--- src/dpgi_cfg.svh ---
// Purpose: constants for the dual-port event interrupt logic
// Assumes: 10 MHz system clock
// Notes:   one-hot state codes and field positions live here
`ifndef DPGI_CFG_SVH
`define DPGI_CFG_SVH

// ------------------------------------------------------------
// channel numbering
// ------------------------------------------------------------
`define DPGI_NUM_CH        4
`define DPGI_CH_SRQ_A      0
`define DPGI_CH_PORT_A     1
`define DPGI_CH_MONITOR    2
`define DPGI_CH_PORT_B     3

// ------------------------------------------------------------
// interrupt level and vectors
// ------------------------------------------------------------
`define DPGI_LEVEL_W       3
`define DPGI_LEVEL_RST     3'h0
`define DPGI_VEC_W         8
`define DPGI_VEC_RST       8'h0f

// ------------------------------------------------------------
// bus error state codes (one-hot)
// ------------------------------------------------------------
`define DPGI_BE_IDLE       2'h1
`define DPGI_BE_HELD       2'h2

`endif

--- src/dpgi_pkg.sv ---
// Purpose: shared types for the dual-port event interrupt logic
// Assumes: dpgi_cfg.svh included before use
// Notes:   no constants here except through the header
`include "dpgi_cfg.svh"

package dpgi_pkg;

  // per-port event sources feeding one status line
  typedef struct packed {
    logic ctrl_int;
    logic bus_err;
    logic sync_done;
  } dpgi_evt_t;

  // per-channel view from software
  typedef struct packed {
    logic line_level_status;
    logic line_transition_flag;
    logic operation_complete_flag;
    logic error_flag;
  } dpgi_chan_stat_t;

  typedef enum logic [1:0] {
    DPGI_BE_IDLE = `DPGI_BE_IDLE,
    DPGI_BE_HELD = `DPGI_BE_HELD
  } dpgi_be_state_t;

endpackage

--- src/dpgi_chan.sv ---
// Purpose: one dma controller channel status line: sync, edge, flags
// Assumes: line input is asynchronous, active low
// Notes:   set of a flag wins over a clear in the same cycle
`timescale 1ns/1ps

module dpgi_chan (
  // clock and reset
  input  wire logic clk_sys_in,
  input  wire logic rst_b_in,
  // line and events
  input  wire logic line_b_in,
  input  wire logic complete_in,
  input  wire logic error_in,
  // software controls
  input  wire logic int_en_in,
  input  wire logic clr_transition_in,
  input  wire logic clr_complete_in,
  input  wire logic clr_error_in,
  // status
  output dpgi_pkg::dpgi_chan_stat_t stat_out,
  output logic      irq_out
);

  logic [1:0] sync_ff;
  logic       level_ff;
  logic       trans_ff;
  logic       fin_ff;
  logic       err_ff;
  wire        fall_pulse;

  // ------------------------------------------------------------
  // synchroniser and edge
  // ------------------------------------------------------------
  assign fall_pulse = level_ff & ~sync_ff[1];

  always_ff @(posedge clk_sys_in) begin
    if (!rst_b_in) begin
      sync_ff  <= 2'h3;
      level_ff <= 1'h1;
    end else begin
      sync_ff  <= {sync_ff[0], line_b_in};
      level_ff <= sync_ff[1];
    end
  end

  // ------------------------------------------------------------
  // sticky flags
  // ------------------------------------------------------------
  always_ff @(posedge clk_sys_in) begin
    if (!rst_b_in) begin
      trans_ff <= 1'h0;
      fin_ff   <= 1'h0;
      err_ff   <= 1'h0;
    end else begin
      trans_ff <= fall_pulse | (trans_ff & ~clr_transition_in);
      fin_ff   <= complete_in | (fin_ff & ~clr_complete_in);
      err_ff   <= error_in | (err_ff & ~clr_error_in);
    end
  end

  assign stat_out.line_level_status       = level_ff;
  assign stat_out.line_transition_flag    = trans_ff;
  assign stat_out.operation_complete_flag = fin_ff;
  assign stat_out.error_flag              = err_ff;

  // request held until both the transition and complete flags are cleared
  assign irq_out = int_en_in & (trans_ff | fin_ff);

endmodule // dpgi_chan

--- src/dpgi_top.sv ---
// Purpose: per-port event aggregation and shared bus interrupt request
// Assumes: one 10 MHz clock, synchronous active-low reset
// Notes:   channel status line polarity is active low throughout
//
// Functional notes
// - each port ORs controller interrupt, bus error and sync done onto one line
// - port A drives channel 1 line, port B drives channel 3 line
// - request level comes from each port config register, levels 1 to 7
// - both ports share a single bus interrupt request line
// - line level status shows the synchronised line level
// - falling edge on a line sets its transition flag
// - each channel has its own interrupt enable for transition flag
// - controller interrupt reaches the bus only through the status line
// - bus error pulls the line of the port active at the error
// - completion waits for bus sync, then pulls the port line low
// - any config register write releases that port's sync event
// - bus error line releases when the slave drops bus error
// - acknowledge returns error vector if error flag set, else normal
// - request stays asserted until both transition and complete flags are cleared
// - reading a controller status register clears all its bits
// - second status register is read before the first
// - channel 0 line follows port A service request, active low
// - channel 2 line follows port A remote enable or port B request by switch
// - channel 0 bus error sets channel 0 error flag and channel 1 transition
// - channel requests on complete or transition flag when enabled
`timescale 1ns/1ps
`include "dpgi_cfg.svh"

module dpgi_top #(
  parameter int NUM_CH = `DPGI_NUM_CH
) (
  // clock and reset
  input  wire logic                       clk_sys_in,
  input  wire logic                       rst_b_in,
  // port event sources (controller interrupts are levels from read-clear status)
  input  wire logic                       ctrl_int_a_in,
  input  wire logic                       ctrl_int_b_in,
  input  wire logic                       xfer_done_a_in,
  input  wire logic                       xfer_done_b_in,
  input  wire logic                       bus_sync_a_in,
  input  wire logic                       bus_sync_b_in,
  // dma bus error and active channel
  input  wire logic                       bus_err_b_in,
  input  wire logic [1:0]                 active_ch_in,
  input  wire logic [NUM_CH-1:0]          ch_complete_in,
  // gpib lines for monitor channels
  input  wire logic                       srq_a_b_in,
  input  wire logic                       ren_a_b_in,
  input  wire logic                       srq_b_b_in,
  input  wire logic                       monitor_sel_in,
  // configuration writes
  input  wire logic                       cfg_a_wr_in,
  input  wire logic                       cfg_b_wr_in,
  input  wire logic [`DPGI_LEVEL_W-1:0]   cfg_a_level_in,
  input  wire logic [`DPGI_LEVEL_W-1:0]   cfg_b_level_in,
  // channel controls
  input  wire logic [NUM_CH-1:0]          int_en_in,
  input  wire logic [NUM_CH-1:0]          clr_transition_in,
  input  wire logic [NUM_CH-1:0]          clr_complete_in,
  input  wire logic [NUM_CH-1:0]          clr_error_in,
  input  wire logic [`DPGI_VEC_W-1:0]     normal_vector_in [NUM_CH],
  input  wire logic [`DPGI_VEC_W-1:0]     error_vector_in [NUM_CH],
  // bus interrupt
  input  wire logic                       iack_in,
  output logic                            irq_out,
  output logic [`DPGI_LEVEL_W-1:0]        irq_level_out,
  output logic [`DPGI_VEC_W-1:0]          vector_out,
  output logic                            vector_valid_out,
  // status
  output dpgi_pkg::dpgi_chan_stat_t       chan_stat_out [NUM_CH],
  output logic                            port_a_event_line_out,
  output logic                            port_b_event_line_out
);

  if (NUM_CH != 4) begin : g_bad_num_ch
    $error("dpgi_top serves exactly four channels");
  end

  // ------------------------------------------------------------
  // input synchronisers for port-side events
  // ------------------------------------------------------------
  logic [5:0] s1_ff;
  logic [5:0] s2_ff;
  wire  [5:0] raw = {ctrl_int_a_in, ctrl_int_b_in, xfer_done_a_in,
                     xfer_done_b_in, bus_sync_a_in, bus_err_b_in};

  always_ff @(posedge clk_sys_in) begin
    if (!rst_b_in) begin
      s1_ff <= 6'h01;
      s2_ff <= 6'h01;
    end else begin
      s1_ff <= raw;
      s2_ff <= s1_ff;
    end
  end

  logic bsync_b1_ff;
  logic bsync_b2_ff;
  always_ff @(posedge clk_sys_in) begin
    if (!rst_b_in) begin
      bsync_b1_ff <= 1'h0;
      bsync_b2_ff <= 1'h0;
    end else begin
      bsync_b1_ff <= bus_sync_b_in;
      bsync_b2_ff <= bsync_b1_ff;
    end
  end

  // controller level is not latched, so the status reads release the line
  wire ctrl_a  = s2_ff[5];
  wire ctrl_b  = s2_ff[4];
  wire done_a  = s2_ff[3];
  wire done_b  = s2_ff[2];
  wire sync_a  = s2_ff[1];
  wire berr    = ~s2_ff[0];
  wire sync_b  = bsync_b2_ff;

  // ------------------------------------------------------------
  // bus error: latch the active port, hold until release
  // ------------------------------------------------------------
  dpgi_pkg::dpgi_be_state_t be_state_ff;
  dpgi_pkg::dpgi_be_state_t nxt_be_state;
  logic                     be_port_b_ff;
  logic [1:0]               be_ch_ff;
  wire                      be_start = (be_state_ff == dpgi_pkg::DPGI_BE_IDLE) & berr;

  always_comb begin
    case (be_state_ff)
      dpgi_pkg::DPGI_BE_IDLE: nxt_be_state = berr ? dpgi_pkg::DPGI_BE_HELD
                                                  : dpgi_pkg::DPGI_BE_IDLE;
      dpgi_pkg::DPGI_BE_HELD: nxt_be_state = berr ? dpgi_pkg::DPGI_BE_HELD
                                                  : dpgi_pkg::DPGI_BE_IDLE;
      default:                nxt_be_state = dpgi_pkg::DPGI_BE_IDLE;
    endcase
  end

  always_ff @(posedge clk_sys_in) begin
    if (!rst_b_in) begin
      be_state_ff  <= dpgi_pkg::DPGI_BE_IDLE;
      be_port_b_ff <= 1'h0;
      be_ch_ff     <= 2'h0;
    end else begin
      be_state_ff <= nxt_be_state;
      if (be_start) begin
        be_port_b_ff <= active_ch_in[1];
        be_ch_ff     <= active_ch_in;
      end
    end
  end

  wire be_held = (be_state_ff == dpgi_pkg::DPGI_BE_HELD);
  wire be_a    = be_held & ~be_port_b_ff;
  wire be_b    = be_held & be_port_b_ff;

  // ------------------------------------------------------------
  // sync event: set on done and synchronised, cleared by config write
  // ------------------------------------------------------------
  logic sync_evt_a_ff;
  logic sync_evt_b_ff;

  always_ff @(posedge clk_sys_in) begin
    if (!rst_b_in) begin
      sync_evt_a_ff <= 1'h0;
      sync_evt_b_ff <= 1'h0;
    end else begin
      sync_evt_a_ff <= (done_a & sync_a) | (sync_evt_a_ff & ~cfg_a_wr_in);
      sync_evt_b_ff <= (done_b & sync_b) | (sync_evt_b_ff & ~cfg_b_wr_in);
    end
  end

  // ------------------------------------------------------------
  // config level registers
  // ------------------------------------------------------------
  logic [`DPGI_LEVEL_W-1:0] level_a_ff;
  logic [`DPGI_LEVEL_W-1:0] level_b_ff;

  always_ff @(posedge clk_sys_in) begin
    if (!rst_b_in) begin
      level_a_ff <= `DPGI_LEVEL_RST;
      level_b_ff <= `DPGI_LEVEL_RST;
    end else begin
      if (cfg_a_wr_in) level_a_ff <= cfg_a_level_in;
      if (cfg_b_wr_in) level_b_ff <= cfg_b_level_in;
    end
  end

  // ------------------------------------------------------------
  // per-port event lines, active low
  // ------------------------------------------------------------
  dpgi_pkg::dpgi_evt_t evt_a;
  dpgi_pkg::dpgi_evt_t evt_b;
  assign evt_a = '{ctrl_int: ctrl_a, bus_err: be_a, sync_done: sync_evt_a_ff};
  assign evt_b = '{ctrl_int: ctrl_b, bus_err: be_b, sync_done: sync_evt_b_ff};

  logic port_a_event_line_ff;
  logic port_b_event_line_ff;
  always_ff @(posedge clk_sys_in) begin
    if (!rst_b_in) begin
      port_a_event_line_ff <= 1'h1;
      port_b_event_line_ff <= 1'h1;
    end else begin
      port_a_event_line_ff <= ~(|evt_a);
      port_b_event_line_ff <= ~(|evt_b);
    end
  end
  assign port_a_event_line_out = port_a_event_line_ff;
  assign port_b_event_line_out = port_b_event_line_ff;

  wire monitor_line_two = monitor_sel_in ? srq_b_b_in : ren_a_b_in;

  wire [NUM_CH-1:0] line_b = {port_b_event_line_ff, monitor_line_two,
                              port_a_event_line_ff, srq_a_b_in};

  // ------------------------------------------------------------
  // channels
  // ------------------------------------------------------------
  logic [NUM_CH-1:0] ch_irq;
  logic [NUM_CH-1:0] ch_err_set;

  genvar gi;
  generate
    for (gi = 0; gi < NUM_CH; gi++) begin : g_ch
      // bus error flags only the channel that was active
      assign ch_err_set[gi] = be_start & (active_ch_in == 2'(gi));
      dpgi_chan u_chan (
        .clk_sys_in        (clk_sys_in),
        .rst_b_in          (rst_b_in),
        .line_b_in         (line_b[gi]),
        .complete_in       (ch_complete_in[gi]),
        .error_in          (ch_err_set[gi]),
        .int_en_in         (int_en_in[gi]),
        .clr_transition_in (clr_transition_in[gi]),
        .clr_complete_in   (clr_complete_in[gi]),
        .clr_error_in      (clr_error_in[gi]),
        .stat_out          (chan_stat_out[gi]),
        .irq_out           (ch_irq[gi])
      );
    end
  endgenerate

  // ------------------------------------------------------------
  // shared request, level and vector
  // ------------------------------------------------------------
  // lowest numbered pending channel answers acknowledge
  wire [1:0] win_ch = ch_irq[0] ? 2'h0 : ch_irq[1] ? 2'h1 : ch_irq[2] ? 2'h2 : 2'h3;
  wire       win_b  = win_ch[1];
  wire       any    = |ch_irq;
  wire [`DPGI_VEC_W-1:0] win_vec = chan_stat_out[win_ch].error_flag
                                   ? error_vector_in[win_ch]
                                   : normal_vector_in[win_ch];

  logic [`DPGI_VEC_W-1:0] vector_ff;
  logic                   vvalid_ff;
  always_ff @(posedge clk_sys_in) begin
    if (!rst_b_in) begin
      vector_ff <= `DPGI_VEC_RST;
      vvalid_ff <= 1'h0;
    end else begin
      vvalid_ff <= iack_in & any;
      if (iack_in & any) vector_ff <= win_vec;
    end
  end

  assign irq_out          = any;
  assign irq_level_out    = any ? (win_b ? level_b_ff : level_a_ff) : `DPGI_LEVEL_RST;
  assign vector_out       = vector_ff;
  assign vector_valid_out = vvalid_ff;

endmodule // dpgi_top

--- config.mk ---
export PLATFORM = sky130hd
export DESIGN_NAME = dpgi_top
export DESIGN_NICKNAME = d
export VERILOG_FILES = /design/src/dpgi_pkg.sv /design/src/dpgi_chan.sv /design/src/dpgi_top.sv
export VERILOG_INCLUDE_DIRS = /design/src
export SDC_FILE = /design/constraint.sdc
export NUM_CORES = 1
export LEC_CHECK = 0
export ABC_CLOCK_PERIOD_IN_PS = 2800
export BUFFER_PORTS_ARGS = -buffer_cell sky130_fd_sc_hd__buf_2
export CAP_MARGIN = 15
export CORE_AREA = 2 2 92 94
export DETAILED_ROUTE_END_ITERATION = 6
export DIE_AREA = 0 0 94 96
export PLACE_DENSITY = 0.62
export SLEW_MARGIN = 20
export SYNTH_ARGS = -nofsm -noshare
export SYNTH_HDL_FRONTEND = slang
export SYNTH_HIERARCHICAL = 1
export SYNTH_SLANG_ARGS = --single-unit
--- constraint.sdc ---
create_clock -name clk_sys_in -period 2.8 [get_ports clk_sys_in]
set_clock_uncertainty 0.1 [all_clocks]
set_input_delay 0.28 -clock clk_sys_in [delete_from_list [all_inputs] [get_ports clk_sys_in]]
set_output_delay 0.28 -clock clk_sys_in [all_outputs]
set_load 0.05 [all_outputs]
==> reports/summary.txt <==
========================================================================================
Outcome                                                                     complete, no violations
Switching share of power                                                           0.266
Number of clock buffers inserted by TritonCTS                                          9
Final clock period utilization by the worst path                                   0.827
Fraction of power consumed by sequential logic                                     0.416
Total half-perimeter wirelength after legalization and detailed placement        5.21 mm
Distinct cell type count of the synthesized netlist                                   37
Number of max-capacitance violations reported                                          0
FF+latch count, synth                                                                 60
Clock slew at the register clock pins of the worst setup and hold paths          0.07 ns
Worst Path Max Fanout                                                                  9
Via count                                                                           2418
DRT Wirelength                                                                   6.82 mm
Post-cts resize count                                                                  0
Net switching power                                                               583 uW
Dominant synthesized flop cell                                                   dfxtp_1
Cell depth of the worst hold path                                                      2
Pin count of the biggest net entering global routing                                  37
Leakage                                                                          1.67 nW
Upper clock frequency limit                                                    0.432 GHz
Logic gate share of total power                                                    0.181
Tightest Hold Check Type                                                          in2reg
Area growth, synth to finish                                                       32.3%
Syn. warnings                                                                          6
IR drop worst, VDD                                                              0.287 mV
TritonCTS clock tree                                                               built
Initial core utilization                                                           0.343
Overall power of the completed layout                                            2.19 mW
Sink Count                                                                            60
Width of the die                                                                   94 um
Vias in the first global route                                                      2310
Data arrival at the endpoint of the critical path                                1.94 ns
Post-Synthesis Cells                                                                 287
Global Route Usage Sum                                                             0.153
Instance count on the critical path                                                    5
Floorplan die area                                                          0.00902 mm^2
Worst rel slew slack                                                               0.558
Count of input and output buffers                                                    138
Insertion delay of the later-clocked pin in the worst-skew pair                  0.33 ns
# IOs                                                                                139
Ant diodes                                                                             0
Number of synthesized flops with an enable pin                                         0
Net total in the final layout                                                        521
Number of post-CTS setup repair buffers                                                0
Startpoint types                                                               flip-flop
Fraction of power consumed by the clock network                                    0.403
Sequential fraction of the synthesis area                                          0.435
Family with the most delay on the worst path                                simple AND/OR/NAND/NOR gates
Cell chain of the critical path                                             o21a_1, or2_1, nand2_1, a21oi_1, buf_2
Slew Limit Fails                                                                       0
Average routed wire per standard cell                                            13.1 um
RSZ-0062 raised after global routing                                                  no
Async S/R FF share, synth                                                              0
Power Internal                                                                   1.61 mW
Netlist Area Pre-Place                                                      0.00276 mm^2
Global-route wire length before repair                                           10.6 mm
Number of antenna violations at the first check in global routing                      1
Die span in y                                                                      96 um
Longest individual stage delay on the worst path                                 0.40 ns
Grt ovf                                                                                0
Routability cong.                                                                  0.749
Row cnt                                                                               33
Buf+Inv Stages, Crit Path                                                              1
Area of the core region                                                     0.00805 mm^2
Number of buffers between clock root and the deepest sink                              2
Critical-path cell with the highest stage delay                                    or2_1
Number of hold violations in the final report                                          0
Remaining DRCs                                                                         0
Remaining antenna violation count after routing                                        0
Share of cells above drive strength 1                                              0.401
Root cell of the clock tree                                                     clkbuf_8
Worst slew pin tran                                                             0.663 ns
WP data required                                                                 2.42 ns
R2R cell count                                                                         7
Starting DRT DRC Count                                                                55
Syn avg cell area                                                              9.61 um^2
Via-to-Cell Ratio                                                                   4.64
Endpoint type of the worst setup path                                       primary output
Worst Path Class, Setup                                                          reg2out
Net count after synthesis                                                            397
Cell Pwr Density                                                             601 mW/mm^2
# hold bufs at CTS                                                                     0
First-pass detailed-route iteration total                                              4
Final critical-path required period                                              2.32 ns
Final setup violation count                                                            0
Total negative slack                                                                0 ns
Maximum level of the CTS H-tree                                                        3
========================================================================================
cell type report:
cell class              count  area, um^2
flip-flops and latches     60        1200
repair buffers            141         713
clock inverters             3        68.8
fillers                   802        4400
clock buffers              13         159
inverters                   8        30.0
multi-input cells         191        1350
well taps                 105         131
stage by stage:
stage / utilization / area, um^2 / hold slack (ns) / setup WS (ns) / cells
after floorplan: - / 2760 / 0.253 / 0.558 / 287
after global placement: 0.425 / 3420 / 0.290 / 0.723 / 505
after detailed placement: 0.425 / 3420 / 0.291 / 0.624 / 505
after CTS: 0.453 / 3650 / 0.00112 / 0.429 / 521
after global routing: 0.453 / 3650 / 0.00526 / 0.295 / 521
final: 0.453 / 3650 / 0.0210 / 0.484 / 521
cell usage after synthesis (2+ instances only):
| master | instances | share of area |
|---|---|---|
| nor2_1 | 3 | 0.0041 |
| buf_2 | 4 | 0.0073 |
| buf_4 | 17 | 0.046 |
| a21oi_1 | 3 | 0.0054 |
| and2_1 | 13 | 0.029 |
| o21ba_1 | 3 | 0.011 |
| o21a_1 | 16 | 0.044 |
| nor2b_1 | 31 | 0.070 |
| a211oi_1 | 16 | 0.044 |
| o21ai_0 | 2 | 0.0036 |
| nor3b_1 | 2 | 0.0054 |
| o311ai_2 | 4 | 0.024 |
| and3_1 | 4 | 0.0091 |
| nor4_1 | 2 | 0.0045 |
| a31o_1 | 4 | 0.013 |
| o21bai_1 | 4 | 0.011 |
| nand2_1 | 15 | 0.020 |
| o21ai_1 | 4 | 0.0073 |
| ha_1 | 2 | 0.0091 |
| nand2b_1 | 25 | 0.057 |
| clkbuf_1 | 6 | 0.0082 |
| mux2i_1 | 8 | 0.029 |
| a21boi_0 | 3 | 0.0082 |
| inv_1 | 7 | 0.0095 |
| o22ai_1 | 15 | 0.034 |
| dfxtp_1 | 60 | 0.44 |
| a21boi_2 | 4 | 0.016 |
layer usage:
| metal | vias to the layer above | global-route usage | share of wire |
|---|---|---|---|
| li1 | 1238 | - | - |
| met1 | 1083 | 0.173 | 0.42 |
| met2 | 81 | 0.258 | 0.48 |
| met3 | 16 | 0.0564 | 0.074 |
| met4 | 0 | 0.0688 | 0.026 |
| met5 | - | 0 | 0 |
logic make-up after synthesis:
family / after synthesis / synth area share
AO/OA/AOI/OAI: 81 / 0.233
adder cells (fa/ha/maj): 2 / 0.00907
buffers and inverters: 36 / 0.0766
flip-flops: 60 / 0.435
multiplexers: 9 / 0.0331
AND/OR/NAND/NOR: 99 / 0.213
power groups by stage:
| stage | Sequential (mW) | Clock [mW] | Combinational [mW] |
|---|---|---|---|
| floorplan | 0.976 | 0 | 0.225 |
| CTS | 0.912 | 0.915 | 0.401 |
| detailed placement | 0.931 | 0 | 0.400 |
| global placement | 0.930 | 0 | 0.395 |
| global route | 0.916 | 0.947 | 0.431 |
| finish | 0.912 | 0.884 | 0.396 |
final timing paths:
kind                                             endpoint                 startpoint  slack (ns)
worst max-delay path                     irq_level_out[1]      g_ch[0].u_chan/fin_ff        0.48
worst min-delay path            g_ch[0].u_chan/sync_ff[0]                 srq_a_b_in        0.02
worst max register to register              vector_out[7]      g_ch[0].u_chan/fin_ff        0.66
worst min register to register  g_ch[2].u_chan/sync_ff[1]  g_ch[2].u_chan/sync_ff[0]        0.30
state kept, by name, summed over array words and instances (netlist names), 2 cells and up:
| name | count |
|---|---|
| g_ch.u_chan/fin_ff | 4 |
| level_a_ff | 3 |
| g_ch.u_chan/trans_ff | 4 |
| vector_out | 8 |
| g_ch.u_chan/sync_ff | 8 |
| g_ch.u_chan/level_ff | 4 |
| level_b_ff | 3 |
| g_ch.u_chan/err_ff | 4 |
| s1_ff | 6 |
| be_state_ff | 2 |
| s2_ff | 6 |
layout by cell type (no fill, tap or decap), types with 4 or more instances in the layout:
cell      count
a21boi_2      4
a31o_1        4
buf_2       138
nand2b_1     25
and2_1       13
nand2_1      15
and3_1        4
o22ai_1      15
nor2b_1      31
mux2i_1       8
o21a_1       16
inv_1         7
dfxtp_1      60
o21ai_1       4
o311ai_2      4
a211oi_1     16
o21bai_1      4
clkbuf_8     11
Note: power is estimated with default switching activity, not from simulation.
